===== src/verilog/rtc_pkg.sv =====
// constants of the real-time-clock up-counter with alarm
// ****************************************************************
// How it works
// - bit 18 shows system reset released
// - counter reset clears done bit 17 until finished
// - bit 16 shows counter really running
// - write 1 to bit 2 zeroes the counter
// - write 1 to bit 1 stops counting
// - write 1 to bit 0 starts counting
// - upper reach sets sticky bit 16, write-one-clear
// - alarm reach sets sticky bit 15, write-one-clear
// - all-ones compare value acts as overflow flag
// - masked status is raw and not mask
// - interrupt output is or of masked bits
// - mask bits 16 and 15 reset to one
// - counter wraps to zero after upper value
// - upper value shadowed, applied at wrap or reset
// - tick rate is clock over two to divider
// - debug halts counting unless debug-action bit set
// ****************************************************************
package rtc_pkg;
    // ************************************************************
    // register map
    // ************************************************************
    localparam int          ADDR_W         = 8;
    localparam logic [7:0]  OFF_EN         = 8'h00;
    localparam logic [7:0]  OFF_RAW        = 8'h20;
    localparam logic [7:0]  OFF_MASKED     = 8'h24;
    localparam logic [7:0]  OFF_MASK       = 8'h28;
    localparam logic [7:0]  OFF_CTRL       = 8'h40;
    localparam logic [7:0]  OFF_VALUE      = 8'h50;
    localparam logic [7:0]  OFF_UPPER      = 8'h60;
    localparam logic [7:0]  OFF_ALARM      = 8'h70;
    localparam logic [7:0]  OFF_DIV        = 8'h80;
    // ************************************************************
    // fields
    // ************************************************************
    localparam int          EN_START_BIT   = 0;
    localparam int          EN_STOP_BIT    = 1;
    localparam int          EN_RESET_BIT   = 2;
    localparam int          EN_RUN_BIT     = 16;
    localparam int          EN_DONE_BIT    = 17;
    localparam int          EN_SYSOK_BIT   = 18;
    localparam int          UPP_BIT        = 16;
    localparam int          ALARM_BIT      = 15;
    localparam int          CTRL_DBG_BIT   = 4;
    localparam int          DIV_LSB        = 8;
    localparam logic [31:0] SRC_BITS       = 32'h0001_8000;
    localparam logic [31:0] CTRL_BITS      = 32'h0000_0310;
    localparam logic [31:0] DIV_BITS       = 32'h0000_0f00;
    // ************************************************************
    // reset values and timing
    // ************************************************************
    localparam logic [31:0] MASK_RESET     = 32'h0001_8000;
    localparam logic [31:0] CMP_RESET      = 32'hffff_ffff;
    localparam logic [31:0] ZERO_RESET     = 32'h0000_0000;
    localparam logic [1:0]  RST_CYCLES     = 2'h2;
    localparam logic [1:0]  RESP_OKAY      = 2'h0;
    localparam logic [1:0]  RESP_DECERR    = 2'h3;
endpackage


===== src/verilog/rtc_up_counter_alarm.sv =====
// real-time-clock up-counter with upper wrap, alarm and axi4-lite registers
`timescale 1ns/1ps
module rtc_up_counter_alarm (
    // clock, reset, freeze
    input  wire logic        sys_clk,
    input  wire logic        reset,
    input  wire logic        clkEn,
    // debug state of the core
    input  wire logic        debugMode,
    // axi4-lite write address
    input  wire logic [7:0]  awaddr,
    input  wire logic [2:0]  awprot,
    input  wire logic        awvalid,
    output logic             awready,
    // axi4-lite write data
    input  wire logic [31:0] wdata,
    input  wire logic [3:0]  wstrb,
    input  wire logic        wvalid,
    output logic             wready,
    // axi4-lite write response
    output logic [1:0]       bresp,
    output logic             bvalid,
    input  wire logic        bready,
    // axi4-lite read address
    input  wire logic [7:0]  araddr,
    input  wire logic [2:0]  arprot,
    input  wire logic        arvalid,
    output logic             arready,
    // axi4-lite read data
    output logic [31:0]      rdata,
    output logic [1:0]       rresp,
    output logic             rvalid,
    input  wire logic        rready,
    // interrupt
    output logic             irq
);
    // ************************************************************
    // helpers
    // ************************************************************
    function automatic logic [31:0] applyStrb(input logic [31:0] old,
                                              input logic [31:0] nw,
                                              input logic [3:0]  strb,
                                              input logic [31:0] keep);
        logic [31:0] v;
        v = old;
        for (int i = 0; i < 4; i++) begin
            if (strb[i]) begin
                v[8*i +: 8] = nw[8*i +: 8];
            end
        end
        return v & keep;
    endfunction

    function automatic logic isWord(input logic [7:0] a, input logic [7:0] off);
        return {a[7:2], 2'b00} == off;
    endfunction

    // ************************************************************
    // state
    // ************************************************************
    logic        awready_reg;
    logic        wready_reg;
    logic        bvalid_reg;
    logic [1:0]  bresp_reg;
    logic        arready_reg;
    logic        rvalid_reg;
    logic [31:0] rdata_reg;
    logic [1:0]  rresp_reg;
    logic        irq_reg;
    logic        awHave_reg;
    logic        wHave_reg;
    logic [7:0]  wrAddr_reg;
    logic [31:0] wrData_reg;
    logic [3:0]  wrStrb_reg;
    logic        sysOk_reg;
    logic        rstDone_reg;
    logic [1:0]  rstCnt_reg;
    logic        run_reg;
    logic [31:0] count_reg;
    logic [31:0] upperSw_reg;
    logic [31:0] upperAct_reg;
    logic [31:0] alarm_reg;
    logic [31:0] ctrl_reg;
    logic [31:0] div_reg;
    logic [31:0] mask_reg;
    logic [31:0] raw_reg;
    logic [14:0] divCnt_reg;

    logic        wrHit;
    logic        enWrite;
    logic        rstCmd;
    logic        startCmd;
    logic        stopCmd;
    logic        counting;
    logic        tick;
    logic        hitUpper;
    logic        hitAlarm;
    logic [31:0] masked;
    logic [31:0] rdMux;
    logic        rdMapped;
    logic [3:0]  divSel;
    logic [15:0] divMask;

    assign awready = awready_reg;
    assign wready  = wready_reg;
    assign bvalid  = bvalid_reg;
    assign bresp   = bresp_reg;
    assign arready = arready_reg;
    assign rvalid  = rvalid_reg;
    assign rdata   = rdata_reg;
    assign rresp   = rresp_reg;
    assign irq     = irq_reg;

    // ************************************************************
    // command decode
    // ************************************************************
    // one write at a time: the response holds off the next address
    assign wrHit    = awHave_reg && wHave_reg && !bvalid_reg;
    assign enWrite  = wrHit && isWord(wrAddr_reg, rtc_pkg::OFF_EN) && wrStrb_reg[0];
    // writing zero to a command bit does nothing
    assign rstCmd   = enWrite && wrData_reg[rtc_pkg::EN_RESET_BIT];
    assign startCmd = enWrite && wrData_reg[rtc_pkg::EN_START_BIT];
    assign stopCmd  = enWrite && wrData_reg[rtc_pkg::EN_STOP_BIT];

    // ************************************************************
    // counting
    // ************************************************************
    // single clock here, so commands reach the counter directly
    assign divSel   = div_reg[rtc_pkg::DIV_LSB +: 4];
    assign divMask  = 16'((17'h1 << divSel) - 17'h1);
    assign counting = run_reg && rstDone_reg
                      && (!debugMode || ctrl_reg[rtc_pkg::CTRL_DBG_BIT]);
    assign tick     = counting
                      && ((divCnt_reg & divMask[14:0]) == divMask[14:0]);
    // all-ones compare makes the reach flag an overflow flag
    assign hitUpper = tick && (count_reg == upperAct_reg);
    assign hitAlarm = tick && (count_reg == alarm_reg);
    assign masked   = raw_reg & ~mask_reg & rtc_pkg::SRC_BITS;

    always_ff @(posedge sys_clk or posedge reset) begin
        if (reset) begin
            divCnt_reg <= '0;
        end else if (clkEn) begin
            if (rstCmd || !counting) begin
                divCnt_reg <= '0;
            end else begin
                divCnt_reg <= divCnt_reg + 15'h1;
            end
        end
    end

    always_ff @(posedge sys_clk or posedge reset) begin
        if (reset) begin
            count_reg    <= rtc_pkg::ZERO_RESET;
            upperAct_reg <= rtc_pkg::CMP_RESET;
        end else if (clkEn) begin
            if (rstCmd) begin
                count_reg    <= '0;
                upperAct_reg <= upperSw_reg;
            end else if (hitUpper) begin
                count_reg    <= '0;
                upperAct_reg <= upperSw_reg;
            end else if (tick) begin
                count_reg    <= count_reg + 32'h1;
            end
        end
    end

    // ************************************************************
    // run, reset-done and system-reset status
    // ************************************************************
    always_ff @(posedge sys_clk or posedge reset) begin
        if (reset) begin
            run_reg <= 1'b0;
        end else if (clkEn) begin
            if (stopCmd) begin
                run_reg <= 1'b0;
            end else if (startCmd) begin
                run_reg <= 1'b1;
            end
        end
    end

    // counter reset runs a fixed few cycles; it also runs after power-up
    always_ff @(posedge sys_clk or posedge reset) begin
        if (reset) begin
            rstCnt_reg  <= rtc_pkg::RST_CYCLES;
            rstDone_reg <= 1'b0;
        end else if (clkEn) begin
            if (rstCmd) begin
                rstCnt_reg  <= rtc_pkg::RST_CYCLES;
                rstDone_reg <= 1'b0;
            end else if (rstCnt_reg != 2'h0) begin
                rstCnt_reg  <= rstCnt_reg - 2'h1;
                rstDone_reg <= (rstCnt_reg == 2'h1);
            end
        end
    end

    always_ff @(posedge sys_clk or posedge reset) begin
        if (reset) begin
            sysOk_reg <= 1'b0;
        end else if (clkEn) begin
            sysOk_reg <= 1'b1;
        end
    end

    // ************************************************************
    // software registers
    // ************************************************************
    always_ff @(posedge sys_clk or posedge reset) begin
        if (reset) begin
            upperSw_reg <= rtc_pkg::CMP_RESET;
            alarm_reg   <= rtc_pkg::CMP_RESET;
            ctrl_reg    <= rtc_pkg::ZERO_RESET;
            div_reg     <= rtc_pkg::ZERO_RESET;
            mask_reg    <= rtc_pkg::MASK_RESET;
        end else if (clkEn && wrHit) begin
            if (isWord(wrAddr_reg, rtc_pkg::OFF_UPPER)) begin
                upperSw_reg <= applyStrb(upperSw_reg, wrData_reg, wrStrb_reg, '1);
            end
            if (isWord(wrAddr_reg, rtc_pkg::OFF_ALARM)) begin
                alarm_reg <= applyStrb(alarm_reg, wrData_reg, wrStrb_reg, '1);
            end
            if (isWord(wrAddr_reg, rtc_pkg::OFF_CTRL)) begin
                ctrl_reg <= applyStrb(ctrl_reg, wrData_reg, wrStrb_reg, rtc_pkg::CTRL_BITS);
            end
            if (isWord(wrAddr_reg, rtc_pkg::OFF_DIV)) begin
                div_reg <= applyStrb(div_reg, wrData_reg, wrStrb_reg, rtc_pkg::DIV_BITS);
            end
            if (isWord(wrAddr_reg, rtc_pkg::OFF_MASK)) begin
                mask_reg <= applyStrb(mask_reg, wrData_reg, wrStrb_reg, rtc_pkg::SRC_BITS);
            end
        end
    end

    // set wins over a clear in the same cycle
    always_ff @(posedge sys_clk or posedge reset) begin
        if (reset) begin
            raw_reg <= rtc_pkg::ZERO_RESET;
        end else if (clkEn) begin
            logic [31:0] clr;
            logic [31:0] set;
            clr = '0;
            set = '0;
            if (wrHit && isWord(wrAddr_reg, rtc_pkg::OFF_RAW)) begin
                clr = applyStrb('0, wrData_reg, wrStrb_reg, rtc_pkg::SRC_BITS);
            end
            set[rtc_pkg::UPP_BIT]   = hitUpper;
            set[rtc_pkg::ALARM_BIT] = hitAlarm;
            raw_reg <= (raw_reg & ~clr) | set;
        end
    end

    always_ff @(posedge sys_clk or posedge reset) begin
        if (reset) begin
            irq_reg <= 1'b0;
        end else if (clkEn) begin
            irq_reg <= |masked;
        end
    end

    // ************************************************************
    // axi4-lite write channels
    // ************************************************************
    always_ff @(posedge sys_clk or posedge reset) begin
        if (reset) begin
            awready_reg <= 1'b1;
            awHave_reg  <= 1'b0;
            wrAddr_reg  <= '0;
        end else if (clkEn) begin
            if (awvalid && awready_reg) begin
                awready_reg <= 1'b0;
                awHave_reg  <= 1'b1;
                wrAddr_reg  <= awaddr;
            end else if (bvalid_reg && bready) begin
                awready_reg <= 1'b1;
                awHave_reg  <= 1'b0;
            end
        end
    end

    always_ff @(posedge sys_clk or posedge reset) begin
        if (reset) begin
            wready_reg <= 1'b1;
            wHave_reg  <= 1'b0;
            wrData_reg <= '0;
            wrStrb_reg <= '0;
        end else if (clkEn) begin
            if (wvalid && wready_reg) begin
                wready_reg <= 1'b0;
                wHave_reg  <= 1'b1;
                wrData_reg <= wdata;
                wrStrb_reg <= wstrb;
            end else if (bvalid_reg && bready) begin
                wready_reg <= 1'b1;
                wHave_reg  <= 1'b0;
            end
        end
    end

    always_ff @(posedge sys_clk or posedge reset) begin
        if (reset) begin
            bvalid_reg <= 1'b0;
            bresp_reg  <= rtc_pkg::RESP_OKAY;
        end else if (clkEn) begin
            if (wrHit) begin
                bvalid_reg <= 1'b1;
                bresp_reg  <= (isWord(wrAddr_reg, rtc_pkg::OFF_EN)
                               || isWord(wrAddr_reg, rtc_pkg::OFF_RAW)
                               || isWord(wrAddr_reg, rtc_pkg::OFF_MASK)
                               || isWord(wrAddr_reg, rtc_pkg::OFF_CTRL)
                               || isWord(wrAddr_reg, rtc_pkg::OFF_UPPER)
                               || isWord(wrAddr_reg, rtc_pkg::OFF_ALARM)
                               || isWord(wrAddr_reg, rtc_pkg::OFF_DIV))
                              ? rtc_pkg::RESP_OKAY : rtc_pkg::RESP_DECERR;
            end else if (bvalid_reg && bready) begin
                bvalid_reg <= 1'b0;
            end
        end
    end

    // ************************************************************
    // axi4-lite read channels
    // ************************************************************
    always_comb begin
        rdMux    = '0;
        rdMapped = 1'b1;
        if (isWord(araddr, rtc_pkg::OFF_EN)) begin
            rdMux[rtc_pkg::EN_SYSOK_BIT] = sysOk_reg;
            rdMux[rtc_pkg::EN_DONE_BIT]  = rstDone_reg;
            rdMux[rtc_pkg::EN_RUN_BIT]   = counting;
        end else if (isWord(araddr, rtc_pkg::OFF_RAW)) begin
            rdMux = raw_reg;
        end else if (isWord(araddr, rtc_pkg::OFF_MASKED)) begin
            rdMux = masked;
        end else if (isWord(araddr, rtc_pkg::OFF_MASK)) begin
            rdMux = mask_reg;
        end else if (isWord(araddr, rtc_pkg::OFF_CTRL)) begin
            rdMux = ctrl_reg;
        end else if (isWord(araddr, rtc_pkg::OFF_VALUE)) begin
            rdMux = count_reg;
        end else if (isWord(araddr, rtc_pkg::OFF_UPPER)) begin
            rdMux = upperSw_reg;
        end else if (isWord(araddr, rtc_pkg::OFF_ALARM)) begin
            rdMux = alarm_reg;
        end else if (isWord(araddr, rtc_pkg::OFF_DIV)) begin
            rdMux = div_reg;
        end else begin
            rdMapped = 1'b0;
        end
    end

    always_ff @(posedge sys_clk or posedge reset) begin
        if (reset) begin
            arready_reg <= 1'b1;
            rvalid_reg  <= 1'b0;
            rdata_reg   <= '0;
            rresp_reg   <= rtc_pkg::RESP_OKAY;
        end else if (clkEn) begin
            if (arvalid && arready_reg) begin
                arready_reg <= 1'b0;
                rvalid_reg  <= 1'b1;
                rdata_reg   <= rdMux;
                rresp_reg   <= rdMapped ? rtc_pkg::RESP_OKAY : rtc_pkg::RESP_DECERR;
            end else if (rvalid_reg && rready) begin
                arready_reg <= 1'b1;
                rvalid_reg  <= 1'b0;
            end
        end
    end

    // ************************************************************
    // checks
    // ************************************************************
    property p_sysOk;
        @(posedge sys_clk) disable iff (reset) clkEn && !reset |=> sysOk_reg;
    endproperty
    a_sysOk: assert property (p_sysOk) else $error("system status not set");

    property p_rstDoneLow;
        @(posedge sys_clk) disable iff (reset)
            clkEn && rstCmd |=> !rstDone_reg && count_reg == 32'h0;
    endproperty
    a_rstDoneLow: assert property (p_rstDoneLow) else $error("reset command ignored");

    property p_rstDoneBack;
        @(posedge sys_clk) disable iff (reset)
            clkEn && rstCmd ##1 clkEn ##1 clkEn |=> rstDone_reg;
    endproperty
    a_rstDoneBack: assert property (p_rstDoneBack) else $error("reset never done");

    property p_start;
        @(posedge sys_clk) disable iff (reset) clkEn && startCmd && !stopCmd |=> run_reg;
    endproperty
    a_start: assert property (p_start) else $error("start not applied");

    property p_stop;
        @(posedge sys_clk) disable iff (reset) clkEn && stopCmd |=> !run_reg && !counting;
    endproperty
    a_stop: assert property (p_stop) else $error("stop not applied");

    property p_wrap;
        @(posedge sys_clk) disable iff (reset)
            clkEn && hitUpper && !rstCmd |=> count_reg == 32'h0 && raw_reg[16];
    endproperty
    a_wrap: assert property (p_wrap) else $error("no wrap at upper value");

    property p_alarm;
        @(posedge sys_clk) disable iff (reset) clkEn && hitAlarm |=> raw_reg[15];
    endproperty
    a_alarm: assert property (p_alarm) else $error("alarm flag not set");

    property p_irq;
        @(posedge sys_clk) disable iff (reset)
            clkEn |=> irq_reg == |($past(raw_reg) & ~$past(mask_reg) & 32'h0001_8000);
    endproperty
    a_irq: assert property (p_irq) else $error("interrupt line wrong");

    property p_debugHalt;
        @(posedge sys_clk) disable iff (reset)
            clkEn && debugMode && !ctrl_reg[4] && !rstCmd |=> $stable(count_reg);
    endproperty
    a_debugHalt: assert property (p_debugHalt) else $error("counted in debug");

    property p_step;
        @(posedge sys_clk) disable iff (reset)
            clkEn && tick && !hitUpper && !rstCmd |=> count_reg == $past(count_reg) + 32'h1;
    endproperty
    a_step: assert property (p_step) else $error("bad increment");
endmodule

===== config.mk =====
export PLATFORM = sky130hd
export DESIGN_NAME = rtc_up_counter_alarm
export DESIGN_NICKNAME = d
export VERILOG_FILES = /design/src/verilog/rtc_pkg.sv /design/src/verilog/rtc_up_counter_alarm.sv
export SDC_FILE = /design/constraint.sdc
export NUM_CORES = 1
export LEC_CHECK = 0
export ABC_AREA = 1
export BUFFER_PORTS_ARGS = -buffer_cell sky130_fd_sc_hd__clkbuf_2
export CAP_MARGIN = 0
export CORE_ASPECT_RATIO = 0.5
export CORE_UTILIZATION = 55
export CTS_CLUSTER_SIZE = 16
export DETAILED_ROUTE_END_ITERATION = 16
export PLACE_DENSITY = 0.71
export SYNTH_ARGS = -nofsm -noshare
export SYNTH_HDL_FRONTEND = slang
export SYNTH_SLANG_ARGS = --single-unit
export TNS_END_PERCENT = 30

===== constraint.sdc =====
create_clock -name sys_clk -period 8.8 [get_ports sys_clk]
set_input_delay 1.32 -clock sys_clk [delete_from_list [all_inputs] [get_ports sys_clk]]
set_output_delay 1.32 -clock sys_clk [all_outputs]
set_load 0.02 [all_outputs]

==> impl_metrics.tcl <==
set metrics [dict create \
    synth_edf_count 0 \
    arrival_ns 4.38 \
    antenna_cells 0 \
    ys.flop_type "dfrtp_1" \
    hp-class "reg -> reg" \
    combPwrFrac_pct 19.9 \
    start_util_pct 57.4 \
    fin_crit_ns 3.91 \
    totalWireLength_um 37100 \
    path_max_fanout 34 \
    fin_hold_ws_ns 0.472 \
    report.final.setup_viol 0 \
    clk_pin_slew_worst_paths_ns 0.07 \
    die-area_sq_um 23800 \
    post_cts_buffers 0 \
    synth.cell_area_sq_um 12700 \
    yosys-top-cells-count "nand2_1, inv_1, o21ai_0, nor2_1, dfrtp_1" \
    drt-initial-drc-count 1215 \
    grt_pass1_vias 10380 \
    grt_max_degree 109 \
    holdBufCountCts 0 \
    die_w_um 217 \
    cts_buffers 23 \
    postCtsResizedCells 0 \
    cts_root_buf "clkbuf_16" \
    core_sq_um 22200 \
    yosysTopAreaCellShare_pct 27.8 \
    switchingPower_mw 1.02 \
    hold_violations 0 \
    syn_nets 1694 \
    drive_gt1_share_pct 16.0 \
    insertion_delay_ns 0.54 \
    wl_per_cell_um 18.7 \
    grt-ovfl-total 0 \
    cts.sinks 243 \
    ant_nets 0 \
    worstSetupStartpointType "register" \
    seqPwrFrac_pct 45.6 \
    setup_tns_ns 0 \
    power_density_nw_per_um2 223 \
    route.detailed.drc 0 \
    postSynthAreaPerCell_sq_um 7.83 \
    io_pins 109 \
    rsz0062_at_grt "no" \
    p_int_mw 2.10 \
    track_usage_pct 32.0 \
    ys_top_cells_by_area "dfrtp_1, dfstp_2, nand2_1, o21ai_0, inv_1" \
    swShare_pct 32.6 \
    status "complete, no violations" \
    cts_max_level 1 \
    yosysSeqAreaShare_pct 48.9 \
    viasPerCell 5.57 \
    clk_path_buf_depth 3 \
    cp.required_ns 9.27 \
    yosys_register_bits 243 \
    fin_nets 1741 \
    synth.most_common_cell "nand2_1" \
    vdd_drop_max_v 0.000210 \
    fin_worst_skew_ns 0.00920 \
    p_clk_share_pct 34.5 \
    netlist_instances 1622 \
    yosys_warnings 0 \
    finalCritPeriodShare_pct 44.5 \
    path_class "reg -> reg" \
    areaGrowthSynthToFinish_pct 10.3 \
    synthArstFlopShare_pct 100 \
    maxSlewHeadroom_pct 19.1 \
    synth.distinct_cells 48 \
    io_buffer_count 98 \
    gp_congestion 0.992 \
    dp_hpwl_um 26600 \
    tritoncts "built" \
    firstDrtPassIters 5 \
    antenna_found_initial 0 \
    grt_pass1_wl_um 58000 \
    cap_violations 0 \
    cp-end-kind "register" \
    rows 38 \
    slew_violations 0 \
    fmax_mhz 256 \
    vias 11065 \
    die_h_um 109 \
    leakage_nw 6.41 \
    synth_area_leader_cell "dfrtp_1" \
    fillCellCount 1970 \
    worst_slew_pin_slew_ns 1.21 \
]
==> power by group through the flow <==
stage,sequential [mW],clock [mW],combinational (mW)
finish,1.42,1.08,0.623
global route,1.44,1.13,0.693
CTS,1.42,1.09,0.619
detailed placement,1.44,0,0.614
global placement,1.43,0,0.595
floorplan,1.42,0,0.425
==> worst max-delay path, cell delays in order (launching register included) <==
cell	delay, ns
dfrtp_1	0.63
inv_1	0.18
nand3_1	0.12
ha_1	0.32
inv_1	0.13
a21oi_1	0.17
nand3_1	0.09
nand2_1	0.07
nor2_1	0.05
nor2_2	0.17
nand4_4	0.58
nand2_4	0.66
nand2_4	0.38
nand2_1	0.16
nand2_1	0.07
==> routing by layer <==
layer / up-vias / wire (um) / track usage, %
met5: - / 0 / 0
met4: 0 / 823 / 8.60
met3: 71 / 3430 / 6.94
met2: 449 / 15400 / 47.4
met1: 5238 / 17400 / 47.4
li1: 5307 / - / -
==> kinds of logic (layout without fill, tap and decap cells) <==
logic type | count (synthesis) | count (layout) | synth area share [%]
and+or+nand+nor | 774 | 774 | 25.4
AOI/OAI and AO/OA | 271 | 271 | 12.2
buffers and inverters | 265 | 329 | 8.64
DFF | 243 | 243 | 48.9
xor gates and xnor gates | 62 | 62 | 4.27
adders and majority gates | 5 | 5 | 0.492
muxes | 2 | 2 | 0.177
==> cell usage in the layout, fill, tap and decap left out, types with 3 or more instances in the layout <==
master / n
a21oi_1: 21
a221oi_1: 21
a22o_1: 3
a31oi_1: 7
a32o_1: 3
buf_4: 5
bufinv_16: 4
clkbuf_1: 4
clkbuf_16: 23
clkbuf_2: 98
clkinv_2: 3
clkinvlp_4: 5
dfrtp_1: 141
dfstp_2: 102
ha_1: 5
inv_1: 176
inv_2: 6
nand2_1: 454
nand2_2: 3
nand3_1: 106
nand4_1: 16
nor2_1: 152
nor2_2: 5
nor3_1: 20
nor4_1: 5
o2111ai_1: 7
o211ai_1: 3
o21ai_0: 154
o21ai_1: 30
o22ai_1: 11
xnor2_1: 7
xor2_1: 55
==> layout make-up <==
class	instances	area, sq um	share of cell area, %
Clock buffer	29	618	4.41
Inverter	184	698	4.98
Sequential cell	243	6210	44.3
Multi-Input combinational cell	1114	5410	38.6
Timing Repair Buffer	103	528	3.77
Clock inverter	13	181	1.29
Tap cell	300	375	2.68
==> path summary, 6_finish.rpt <==
| kind | from | to | slack (ns) | cells after the start |
|---|---|---|---|---|
| worst max-delay path | div_reg[9]$_DFFE_PP0P_ | upperAct_reg[15]$_DFFE_PP1P_ | 4.89 | 14 |
| worst min-delay path | upperAct_reg[3]$_DFFE_PP1P_ | upperAct_reg[3]$_DFFE_PP1P_ | 0.47 | 2 |
| worst max register to register | div_reg[9]$_DFFE_PP0P_ | upperAct_reg[15]$_DFFE_PP1P_ | 4.89 | 14 |
| worst min register to register | upperAct_reg[3]$_DFFE_PP1P_ | upperAct_reg[3]$_DFFE_PP1P_ | 0.47 | 2 |
| max in group asynchronous | reset | count_reg[29]$_DFFE_PP0P_ | 6.40 | 3 |
| min in group asynchronous | reset | awHave_reg$_DFFE_PP0P_ | 0.92 | 2 |
==> stage by stage <==
stage | cells | area (sq um) | worst slack (ns) | utilization, % | total power, mW
final | 1986 | 14000 | 4.89 | 63.3 | 3.12
after global routing | 1986 | 14000 | 4.63 | 63.3 | 3.26
after CTS | 1986 | 14000 | 4.98 | 63.3 | 3.13
after detailed placement | 1944 | 13200 | 4.64 | 59.7 | 2.05
after global placement | 1944 | 13200 | 4.66 | 59.7 | 2.03
after floorplan | 1622 | 12700 | 0.976 | - | 1.85
Power figures use the tool's default switching activity.
